`src/core/repeater_pkg.sv`:
```
package repeater_pkg;

  // Core clock and the local transmit oscillator rate.
  localparam int CLK_MHZ = 250;
  localparam int LOCAL_CLK_KHZ = 1000;
  localparam int CNT_W = 24;
  typedef logic [CNT_W-1:0] cnt_t;

  // Printed times in their own units.
  localparam int FLAG_WIN_MS = 40;
  localparam int FLAG_LED_US = 10;
  localparam int TX_ACT_US = 10;
  localparam int DEBOUNCE_US = 1000;

  // Cycle counts derived from the times above.
  localparam int LOCAL_DIV_I = CLK_MHZ * 1000 / LOCAL_CLK_KHZ;
  localparam int FLAG_WIN_CYC = FLAG_WIN_MS * 1000 * CLK_MHZ;
  localparam int DEBOUNCE_CYC = DEBOUNCE_US * CLK_MHZ;
  localparam cnt_t LOCAL_DIV = CNT_W'(LOCAL_DIV_I);
  localparam cnt_t HALF_CYC = CNT_W'(LOCAL_DIV_I / 2);
  localparam cnt_t MID_MIN = CNT_W'(LOCAL_DIV_I * 3 / 4);
  localparam cnt_t LOSS_CYC = CNT_W'(LOCAL_DIV_I * 2);
  localparam cnt_t FLAG_LED_CYC = CNT_W'(FLAG_LED_US * CLK_MHZ);
  localparam cnt_t TX_ACT_CYC = CNT_W'(TX_ACT_US * CLK_MHZ);

  // Idle flag pattern watched by the envelope detector.
  localparam int FLAG_LEN = 7;
  localparam logic [FLAG_LEN-1:0] FLAG_PAT = 7'h3E;

  // Depth of the bypass bit buffer.
  localparam int FIFO_DEPTH = 16;

  // Pins arriving from outside the core clock domain.
  typedef struct packed {
    logic line_rx;
    logic station_tx;
    logic rts;
    logic flag_det;
    logic loop_online_control;
    logic bypass_sw;
    logic power_ok;
    logic cable_ok;
  } pins_t;

  // Reset levels of the pin synchronisers. The line idles high, so the decoder sees no false edge after reset.
  // Every other pin reads inactive, so a dark station still reads as bypassed.
  localparam pins_t SYNC_IDLE = '{line_rx: 1'b1, default: 1'b0};

  // The four independent reasons for skipping the station.
  typedef struct packed {
    logic online_off;
    logic manual;
    logic power_off;
    logic cable_off;
  } cause_t;

  typedef enum logic [1:0] {
    ENC_IDLE = 2'b00,
    ENC_FIRST = 2'b01,
    ENC_SECOND = 2'b10
  } enc_state_t;

endpackage

```
`src/core/bit_fifo.sv`:
```
`timescale 1ns/100ps
module bit_fifo #(
  parameter int WIDTH = 1,
  parameter int DEPTH = 16
) (
  input wire logic ref_clk,
  input wire logic srst,
  input wire logic [WIDTH-1:0] in_data,
  input wire logic in_valid,
  output logic in_ready,
  output logic [WIDTH-1:0] out_data,
  output logic out_valid,
  input wire logic out_ready
);
  localparam int PW = $clog2(DEPTH);
  typedef logic [PW:0] ptr_t;
  localparam ptr_t DEPTH_P = (PW + 1)'(DEPTH);

  logic [WIDTH-1:0] mem [DEPTH];
  ptr_t wr_r, wr_nxt, rd_r, rd_nxt, fill;
  logic push, pop;

  // Full and empty come from the pointer distance, so both stay exact.
  always_comb begin
    fill = wr_r - rd_r;
    in_ready = fill != DEPTH_P;
    out_valid = fill != '0;
    push = in_valid && in_ready;
    pop = out_valid && out_ready;
    wr_nxt = push ? wr_r + 1'b1 : wr_r;
    rd_nxt = pop ? rd_r + 1'b1 : rd_r;
  end

  // Pointers and storage.
  always_ff @(posedge ref_clk) begin
    if (srst) begin
      wr_r <= '0;
      rd_r <= '0;
    end else begin
      wr_r <= wr_nxt;
      rd_r <= rd_nxt;
    end
    if (push) begin
      mem[wr_r[PW-1:0]] <= in_data;
    end
  end

  // The head word is read straight from the array for a same-cycle pop.
  assign out_data = mem[rd_r[PW-1:0]];
endmodule

```
`src/core/loop_link_repeater_logic.sv`:
```
`timescale 1ns/100ps
// What this block does
// - Bypass on online-off, switch, power, or cable.
// - Manual bypass acts at once, mid-message.
// - In bypass, received bits feed the encoder.
// - Transmit clock normally is the recovered clock.
// - Request-to-send selects local 1 MHz clock.
// - Outside bypass, station serial data is transmitted.
// - Envelope: data not flag, flag seen 40 ms.
// - Split Manchester line into clock and data.
// - Encode as clock XOR data, then latch.
// - Flag pulses retrigger a 10 us indicator.
// - Transmit activity indicator dies on constant data.
// - Debounce the manual bypass switch.
// - One status per cause plus combined status.
// - Indicators active low; local clock indicator.
// - Return active-low bypass status to station.
module loop_link_repeater_logic #(
  parameter int FLAG_WIN = repeater_pkg::FLAG_WIN_CYC,
  parameter int DEBOUNCE = repeater_pkg::DEBOUNCE_CYC
) (
  input wire logic ref_clk,
  input wire logic srst,
  input wire repeater_pkg::pins_t pin_in,
  output logic station_skip_out,
  output logic link_bypass_n,
  output logic line_tx_clock,
  output logic line_tx_bits,
  output logic recovered_rx_clock,
  output logic rx_message_envelope,
  output logic rx_overrun,
  output repeater_pkg::cause_t cause_led_n,
  output logic bypass_led_n,
  output logic local_clk_led_n,
  output logic flag_led_n,
  output logic tx_act_led_n
);
  import repeater_pkg::*;

  localparam cnt_t FLAG_WIN_C = CNT_W'(FLAG_WIN);
  localparam cnt_t DEBOUNCE_C = CNT_W'(DEBOUNCE);
  localparam int PIN_W = $bits(pins_t);

  // Every pin passes two flops; only the second stage is used by logic.
  logic [PIN_W-1:0] s1_r, s2_q;
  pins_t s2_r;
  genvar gi;
  generate
    for (gi = 0; gi < PIN_W; gi++) begin : g_sync
      always_ff @(posedge ref_clk) begin
        if (srst) begin
          s1_r[gi] <= SYNC_IDLE[gi];
          s2_q[gi] <= SYNC_IDLE[gi];
        end else begin
          s1_r[gi] <= pin_in[gi];
          s2_q[gi] <= s1_r[gi];
        end
      end
    end
  endgenerate
  assign s2_r = pins_t'(s2_q);

  // Counter helper shared by every one-shot in the block.
  function automatic cnt_t count_down(input cnt_t c);
    count_down = (c != '0) ? c - 1'b1 : '0;
  endfunction

  // Manchester decoder state.
  logic line_prev_r, line_prev_nxt, line_edge;
  cnt_t dec_cnt_r, dec_cnt_nxt;
  logic locked_r, locked_nxt, rx_bit_r, rx_bit_nxt;
  logic rx_stb_r, rx_stb_nxt, rclk_r, rclk_nxt;

  // Once locked, a transition counts as mid-bit only when at least three quarters of a
  // bit has passed, which rejects the boundary edges between equal bits.
  always_comb begin
    line_prev_nxt = s2_r.line_rx;
    line_edge = s2_r.line_rx ^ line_prev_r;
    dec_cnt_nxt = dec_cnt_r;
    locked_nxt = locked_r;
    rx_bit_nxt = rx_bit_r;
    rx_stb_nxt = 1'b0;
    if (line_edge && (!locked_r || dec_cnt_r >= MID_MIN)) begin
      dec_cnt_nxt = '0;
      locked_nxt = 1'b1;
      rx_bit_nxt = s2_r.line_rx;
      rx_stb_nxt = 1'b1;
    end else if (dec_cnt_r >= LOSS_CYC) begin
      locked_nxt = 1'b0;
    end else begin
      dec_cnt_nxt = dec_cnt_r + 1'b1;
    end
    rclk_nxt = locked_nxt && (dec_cnt_nxt < HALF_CYC);
  end

  always_ff @(posedge ref_clk) begin
    if (srst) begin
      line_prev_r <= SYNC_IDLE.line_rx;
      dec_cnt_r <= '0;
      locked_r <= 1'b0;
      rx_bit_r <= 1'b0;
      rx_stb_r <= 1'b0;
      rclk_r <= 1'b0;
    end else begin
      line_prev_r <= line_prev_nxt;
      dec_cnt_r <= dec_cnt_nxt;
      locked_r <= locked_nxt;
      rx_bit_r <= rx_bit_nxt;
      rx_stb_r <= rx_stb_nxt;
      rclk_r <= rclk_nxt;
    end
  end

  // Envelope detector state.
  logic [FLAG_LEN-1:0] hist_r, hist_nxt;
  cnt_t flag_tmr_r, flag_tmr_nxt;
  logic env_r, env_nxt, flag_hit;

  // The flag window proves the link works; a non-flag window shows data.
  always_comb begin
    hist_nxt = rx_stb_r ? {hist_r[FLAG_LEN-2:0], rx_bit_r} : hist_r;
    flag_hit = rx_stb_r && (hist_nxt == FLAG_PAT);
    flag_tmr_nxt = flag_hit ? FLAG_WIN_C : count_down(flag_tmr_r);
    env_nxt = (flag_tmr_nxt != '0) && (hist_nxt != FLAG_PAT);
  end

  always_ff @(posedge ref_clk) begin
    if (srst) begin
      hist_r <= '0;
      flag_tmr_r <= '0;
      env_r <= 1'b0;
    end else begin
      hist_r <= hist_nxt;
      flag_tmr_r <= flag_tmr_nxt;
      env_r <= env_nxt;
    end
  end

  // Bypass selection state.
  logic sw_r, sw_nxt, bypass_r, bypass_nxt;
  cnt_t db_cnt_r, db_cnt_nxt;
  cause_t cause_r, cause_nxt;

  // The switch is accepted on its first closed sample, so bypass is not
  // delayed; only the release waits out the bounce time.
  always_comb begin
    sw_nxt = sw_r;
    db_cnt_nxt = count_down(db_cnt_r);
    if (s2_r.bypass_sw) begin
      sw_nxt = 1'b1;
      db_cnt_nxt = DEBOUNCE_C;
    end else if (db_cnt_r == '0) begin
      sw_nxt = 1'b0;
    end
    // Pins float low when the station is dark or unplugged.
    cause_nxt.online_off = !s2_r.loop_online_control;
    cause_nxt.manual = sw_nxt;
    cause_nxt.power_off = !s2_r.power_ok;
    cause_nxt.cable_off = !s2_r.cable_ok;
    bypass_nxt = |cause_nxt;
  end

  always_ff @(posedge ref_clk) begin
    if (srst) begin
      sw_r <= 1'b0;
      db_cnt_r <= '0;
      cause_r <= '0;
      bypass_r <= 1'b0;
    end else begin
      sw_r <= sw_nxt;
      db_cnt_r <= db_cnt_nxt;
      cause_r <= cause_nxt;
      bypass_r <= bypass_nxt;
    end
  end

  // Local oscillator divider, running only while request-to-send is up.
  cnt_t div_cnt_r, div_cnt_nxt;
  logic loc_stb, tx_stb;

  always_comb begin
    div_cnt_nxt = '0;
    if (s2_r.rts && div_cnt_r != LOCAL_DIV - 1'b1) begin
      div_cnt_nxt = div_cnt_r + 1'b1;
    end
    loc_stb = s2_r.rts && (div_cnt_r == '0);
    tx_stb = s2_r.rts ? loc_stb : rx_stb_r;
  end

  always_ff @(posedge ref_clk) begin
    if (srst) begin
      div_cnt_r <= '0;
    end else begin
      div_cnt_r <= div_cnt_nxt;
    end
  end

  // Received bits wait here in bypass; the encoder drains them on its own
  // clock, which differs from the receive rate once the local clock runs.
  logic fifo_in_ready, fifo_out_valid, fifo_head, fifo_pop_ready;
  logic fifo_push, ovr_r, ovr_nxt;

  assign fifo_push = rx_stb_r && bypass_r;
  assign fifo_pop_ready = tx_stb && bypass_r;

  bit_fifo #(
    .WIDTH(1),
    .DEPTH(FIFO_DEPTH)
  ) u_bypass_fifo (
    .ref_clk(ref_clk),
    .srst(srst || !bypass_r), // Emptied outside bypass, so a stale bit never leads the next bypass.
    .in_data(rx_bit_r),
    .in_valid(fifo_push),
    .in_ready(fifo_in_ready),
    .out_data(fifo_head),
    .out_valid(fifo_out_valid),
    .out_ready(fifo_pop_ready)
  );

  // A refused push loses a bit; it is reported until bypass ends.
  always_comb begin
    ovr_nxt = bypass_r && (ovr_r || (fifo_push && !fifo_in_ready));
  end

  always_ff @(posedge ref_clk) begin
    if (srst) begin
      ovr_r <= 1'b0;
    end else begin
      ovr_r <= ovr_nxt;
    end
  end

  // Manchester encoder state.
  enc_state_t enc_state_r, enc_state_nxt;
  cnt_t half_cnt_r, half_cnt_nxt, act_cnt_r, act_cnt_nxt;
  logic tx_bit_r, tx_bit_nxt, tx_src, line_out_r, line_out_nxt;
  logic tclk_r, tclk_nxt;

  // Each bit is sent as inverted data then true data: data XOR a clock
  // that is high in the first half, latched here so the pin is glitch free.
  always_comb begin
    enc_state_nxt = enc_state_r;
    half_cnt_nxt = half_cnt_r + 1'b1;
    tx_bit_nxt = tx_bit_r;
    act_cnt_nxt = count_down(act_cnt_r);
    tx_src = s2_r.station_tx;
    if (bypass_r) begin
      tx_src = fifo_out_valid ? fifo_head : 1'b1;
    end
    tclk_nxt = s2_r.rts ? (div_cnt_r < HALF_CYC) : rclk_r;
    if (tx_stb) begin
      tx_bit_nxt = tx_src;
      enc_state_nxt = ENC_FIRST;
      half_cnt_nxt = '0;
      if (tx_src != tx_bit_r) begin
        act_cnt_nxt = TX_ACT_CYC;
      end
    end else begin
      case (enc_state_r)
        ENC_FIRST: begin
          if (half_cnt_r >= HALF_CYC - 1'b1) begin
            enc_state_nxt = ENC_SECOND;
          end
        end
        ENC_SECOND: begin
          if (half_cnt_r >= LOSS_CYC) begin
            enc_state_nxt = ENC_IDLE;
          end
        end
        ENC_IDLE: begin
          half_cnt_nxt = half_cnt_r;
        end
        default: begin
          enc_state_nxt = ENC_IDLE;
        end
      endcase
    end
    line_out_nxt = line_out_r;
    if (enc_state_nxt != ENC_IDLE) begin
      line_out_nxt = tx_bit_nxt ^ (enc_state_nxt == ENC_FIRST);
    end
  end

  always_ff @(posedge ref_clk) begin
    if (srst) begin
      enc_state_r <= ENC_IDLE;
      half_cnt_r <= '0;
      act_cnt_r <= '0;
      tx_bit_r <= 1'b0;
      line_out_r <= 1'b0;
      tclk_r <= 1'b0;
    end else begin
      enc_state_r <= enc_state_nxt;
      half_cnt_r <= half_cnt_nxt;
      act_cnt_r <= act_cnt_nxt;
      tx_bit_r <= tx_bit_nxt;
      line_out_r <= line_out_nxt;
      tclk_r <= tclk_nxt;
    end
  end

  // Flag indicator one-shot, retriggered on each rising flag pulse.
  logic flag_prev_r, flag_prev_nxt;
  cnt_t flag_cnt_r, flag_cnt_nxt;

  always_comb begin
    flag_prev_nxt = s2_r.flag_det;
    flag_cnt_nxt = count_down(flag_cnt_r);
    if (s2_r.flag_det && !flag_prev_r) begin
      flag_cnt_nxt = FLAG_LED_CYC;
    end
  end

  always_ff @(posedge ref_clk) begin
    if (srst) begin
      flag_prev_r <= 1'b0;
      flag_cnt_r <= '0;
    end else begin
      flag_prev_r <= flag_prev_nxt;
      flag_cnt_r <= flag_cnt_nxt;
    end
  end

  // Outputs; all indicators pull low when active.
  assign station_skip_out = bypass_r;
  assign link_bypass_n = !bypass_r;
  assign cause_led_n = ~cause_r;
  assign bypass_led_n = !bypass_r;
  assign local_clk_led_n = !s2_r.rts;
  assign flag_led_n = (flag_cnt_r == '0);
  assign tx_act_led_n = (act_cnt_r == '0);
  assign line_tx_clock = tclk_r;
  assign line_tx_bits = line_out_r;
  assign recovered_rx_clock = rclk_r;
  assign rx_message_envelope = env_r;
  assign rx_overrun = ovr_r;
endmodule

```
`config.mk`:
```
export PLATFORM = sky130hd
export DESIGN_NAME = loop_link_repeater_logic
export DESIGN_NICKNAME = d
export VERILOG_FILES = /design/src/core/repeater_pkg.sv /design/src/core/bit_fifo.sv /design/src/core/loop_link_repeater_logic.sv
export SDC_FILE = /design/constraint.sdc
export NUM_CORES = 1
export LEC_CHECK = 0
export BUFFER_PORTS_ARGS = -buffer_cell sky130_fd_sc_hd__buf_2
export CAP_MARGIN = 5
export CELL_PAD_IN_SITES_DETAIL_PLACEMENT = 1
export CELL_PAD_IN_SITES_GLOBAL_PLACEMENT = 2
export CORE_UTILIZATION = 40
export DETAILED_ROUTE_END_ITERATION = 10
export HOLD_SLACK_MARGIN = 0.08
export PLACE_DENSITY_LB_ADDON = 0.15
export SYNTH_ARGS = -nofsm -noshare
export SYNTH_HDL_FRONTEND = slang
export SYNTH_SLANG_ARGS = --single-unit
```
`constraint.sdc`:
```
create_clock -name ref_clk -period 4.64 [get_ports ref_clk]
set_input_delay 0.464 -clock ref_clk [delete_from_list [all_inputs] [get_ports ref_clk]]
set_output_delay 0.464 -clock ref_clk [all_outputs]
set_load 0.02 [all_outputs]
```
==> metrics.md <==
| Metric | Value |
|---|---|
| Critical Path Start Type | `flop` |
| Buf/Inv on CP | `2` |
| Vias/cell | `5.255` |
| Hold path depth | `2` |
| # port buffers | `24` |
| Endpoint type of the worst setup path | `output pin` |
| Cell Pwr Density | `590.5 nW/µm²` |
| Die extent in x | `164.4 µm` |
| Die height | `164.4 µm` |
| CP cell instances | `inv_1, ha_1, or3b_2, nand4bb_1, or3_1, nor3_1, buf_2` |
| Commonest cells post-synth | `dfxtp_1 (223), nor2_1 (194), xnor2_1 (83)` |
| Unrepaired setup endpoints after global routing | `no` |
| Placed Area | `10960 µm²` |
| Hold endpoint | `s1_r[4]$_SDFF_PP0_` |
| Core area | `25980 µm²` |
| Worst skew pair latency | `550 ps` |
| Status | `finished clean` |
| Final Hold Violating Endpoints | `0` |
| Most common flop cell mapped by yosys | `dfxtp_1` |
| Wire per inst | `15.06 µm` |
| Total die area | `27030 µm²` |
| Crit Path Class | `reg2out` |
| Post-CTS Resized | `0` |
| Comb pwr share | `31.0%` |
| Initial antenna violation count | `0` |
| Reg2reg setup slack | `1540 ps` |
| Hold WC Path Type | `in2reg` |
| Finished Layout Cells | `1534` |
| Maximum Capacitance Violations | `0` |
| Core Util, Final | `45.46%` |
| WP data required | `4180 ps` |
| FF+latch count, synth | `239` |
| Worst R2R Path Depth | `8` |
| # rows | `59` |
| Initial drt markers | `296` |
| Max Clock Freq | `301.6 MHz` |
| Peak supply drop | `0.0003789 V` |
| CP Max Fanout | `6` |
| Nets in the synthesized netlist | `1198` |
| Clk pwr share | `28.9%` |
| R2r startpoint | `flag_cnt_r[0]$_SDFF_PP0_` |
| Number of flops mapped to enable cells by yosys | `16` |
| Final Slew Violations | `0` |
| Synth async-reset ratio | `0%` |
| Hold buffers post-CTS | `1` |
| CP top delay family | `simple AND/OR/NAND/NOR gates` |
| Largest net degree at the start of global routing | `54` |
| Critical Path Max Stage Delay | `510 ps` |
| WP data arrival | `2850 ps` |
| Filler Cell Count | `3058` |
| Mapped Avg Cell Area | `9.047 µm²` |
| GP Congestion | `0.7669` |
| First-pass GRT wire length | `39.01 mm` |
| Internal Power | `4.582 mW` |
| Post-DP HPWL | `15.63 mm` |
| Antenna-violating nets left | `0` |
| Top-count cell post-synth | `dfxtp_1` |
| Synth unique cells | `69` |
| Reg power frac | `40.1%` |
| Leakage | `4.293 nW` |
| Mapped Area | `10550 µm²` |
| Final wirelength | `23.11 mm` |
| Period utilization | `71.46%` |
| Number of H-tree levels | `1` |
| IO Count | `25` |
| Drt pass-1 iters | `4` |
| Number of global-route vias before repair | `8091` |
| Post-synth top area share | `42.32%` |
| Sw Share | `34.32%` |
| Area Growth Syn to Fin | `11.99%` |
| Syn Inst Count | `1166` |
| Ys Warns | `0` |
| Post-Layout Inst Area | `11810 µm²` |
| Inserted Clock Buffers | `28` |
| Setup Viol. Count Final | `0` |
| Hold_sp | `pin_in[4]` |
| Ratio of cells with drive above 1 in the final layout | `7.840%` |
| Post-route setup TNS | `0 ps` |
| Grt ovf | `0` |
| Vias after detailed routing | `8061` |
| Antenna Cells | `0` |
| Switching pwr | `2.394 mW` |
| Clock tree sinks | `239` |
| Placed cell count | `1485` |
| R2R Path End | `flag_cnt_r[13]$_SDFF_PP0_` |
| Fin nets | `1213` |
| Clock root buffer | `clkbuf_16` |
| Worst slew margin | `35.60%` |
| Longest Clk Path Bufs | `3` |
| Clock transition at path regs | `60 ps` |
| Setup Buffers After CTS | `0` |
| Initial core utilization | `40.60%` |
| Cell taking the most area after synthesis | `dfxtp_1` |
| Minimum clock period | `3316 ps` |
| Slowest CP cell | `or3_1` |
| CTS tree | `done` |
| Seq/Total Area, Yosys | `46.87%` |
| Post-route DRC | `0` |
| Synth area leaders | `dfxtp_1 (42%), nor2_1 (6.9%), xnor2_1 (6.9%)` |
| Worst hold margin | `126.1 ps` |
| Aggregate global-route resource usage | `17.43%` |
| Worst-Margin Slew | `957.2 ps` |
| Clk_skew | `26.05 ps` |
cells in the final DEF, fill, tap and decap left out, drive strengths merged, types with 3 or more instances in the layout:
cell type | netlist | final
a211oi | 20 | 20
a21oi | 40 | 40
a22o | 6 | 6
a31oi | 4 | 4
and2 | 16 | 16
and3 | 7 | 7
and4 | 4 | 4
buf | 10 | 28
clkbuf | 34 | 46
clkinv | 1 | 3
dfxtp | 223 | 223
edfxtp | 16 | 16
ha | 22 | 22
inv | 42 | 42
mux2i | 8 | 8
mux4 | 5 | 5
nand2 | 79 | 79
nand2b | 8 | 8
nand3 | 32 | 32
nand3b | 6 | 6
nand4 | 18 | 18
nand4bb | 3 | 3
nor2 | 194 | 194
nor2b | 21 | 21
nor3 | 47 | 47
nor3b | 4 | 4
nor4 | 41 | 41
nor4b | 5 | 5
o21ai | 26 | 26
o31ai | 8 | 8
o41ai | 5 | 5
or2 | 8 | 8
or3 | 16 | 16
or4 | 18 | 18
or4b | 3 | 3
xnor2 | 83 | 83
xor2 | 52 | 52
worst register-to-register path: cells and delay by family (launching register included):
family | cells | cell delay (ps)
adder cells (fa/ha/maj) | 1 | 180
AND/OR/NAND/NOR | 4 | 1450
flip-flops | 1 | 330
buffers and inverters | 1 | 70
AO/OA/AOI/OAI | 2 | 930
per-layer routing:
layer / vias to the layer above / global-route usage [%] / share of wire, %
met3: 27 / 2.511 / 2.1
met1: 3907 / 23.21 / 49
met2: 48 / 29.71 / 47
met5: - / 0 / 0
met4: 0 / 4.087 / 2.0
li1: 4079 / - / -
stage by stage:
stage | setup WS [ps] | power [mW]
finish | 1324 | 6.976
global route | 1168 | 7.483
CTS | 1250 | 7.089
detailed placement | 1515 | 5.015
global placement | 1639 | 4.985
floorplan | 1722 | 4.540
area by class of cell:
class / count / area (µm²) / share of cell area (%)
clock buffer: 46 / 818.3 / 6.927
sequential: 239 / 4945 / 41.86
multi-input combinational: 840 / 5289 / 44.77
inverter: 43 / 161.4 / 1.366
clock inverter: 2 / 21.27 / 0.1800
tap: 335 / 419.2 / 3.548
timing repair buffer: 29 / 160.2 / 1.356
kinds of logic after synthesis:
group           count (synthesis)  synth area share, %
fa+ha+maj                      22                2.609
xor+xnor                      136                11.42
simple gates                  536                25.58
mux                            15                2.040
flops                         239                46.87
buf+inv                        87                3.202
compound gates                131                8.267
power by group through the flow:
stage          logic, mW  registers, mW  clock network (mW)
2_1_floorplan       1.80           2.74                   0
3_3_place_gp        2.15           2.83                   0
6_report            2.16           2.79                2.02
3_5_place_dp        2.18           2.83                   0
5_1_grt             2.47           2.85                2.16
4_1_cts             2.21           2.80                2.09
sequential cells by signal, summed over array words and instances (netlist names), 2 cells and up, named ones only:
signal              cells
act_cnt_r              24
db_cnt_r               24
dec_cnt_r              24
div_cnt_r              24
flag_cnt_r             24
flag_tmr_r             24
half_cnt_r             24
u_bypass_fifo.mem      16
s1_r                    8
hist_r                  7
s2_q                    6
u_bypass_fifo.rd_r      5
u_bypass_fifo.wr_r      5
cause_r                 4
enc_state_r             2
how the worst max path moves through the flow:
| stage | startpoint | end | slack [ps] | cells past startpoint |
|---|---|---|---|---|
| finish | flag_cnt_r[0]$_SDFF_PP0_ | flag_led_n | 1320 | 7 |
| global placement | flag_cnt_r[0]$_SDFF_PP0_ | flag_cnt_r[16]$_SDFF_PP0_ | 1640 | 8 |
| global route | flag_cnt_r[0]$_SDFF_PP0_ | flag_led_n | 1170 | 7 |
| CTS | flag_cnt_r[0]$_SDFF_PP0_ | flag_led_n | 1250 | 7 |
| detailed placement | flag_cnt_r[0]$_SDFF_PP0_ | flag_cnt_r[13]$_SDFF_PP0_ | 1510 | 8 |
| floorplan | act_cnt_r[19]$_SDFF_PP0_ | act_cnt_r[4]$_SDFF_PP0_ | 1720 | 7 |
No activity file was read; power rests on OpenSTA's default activity.
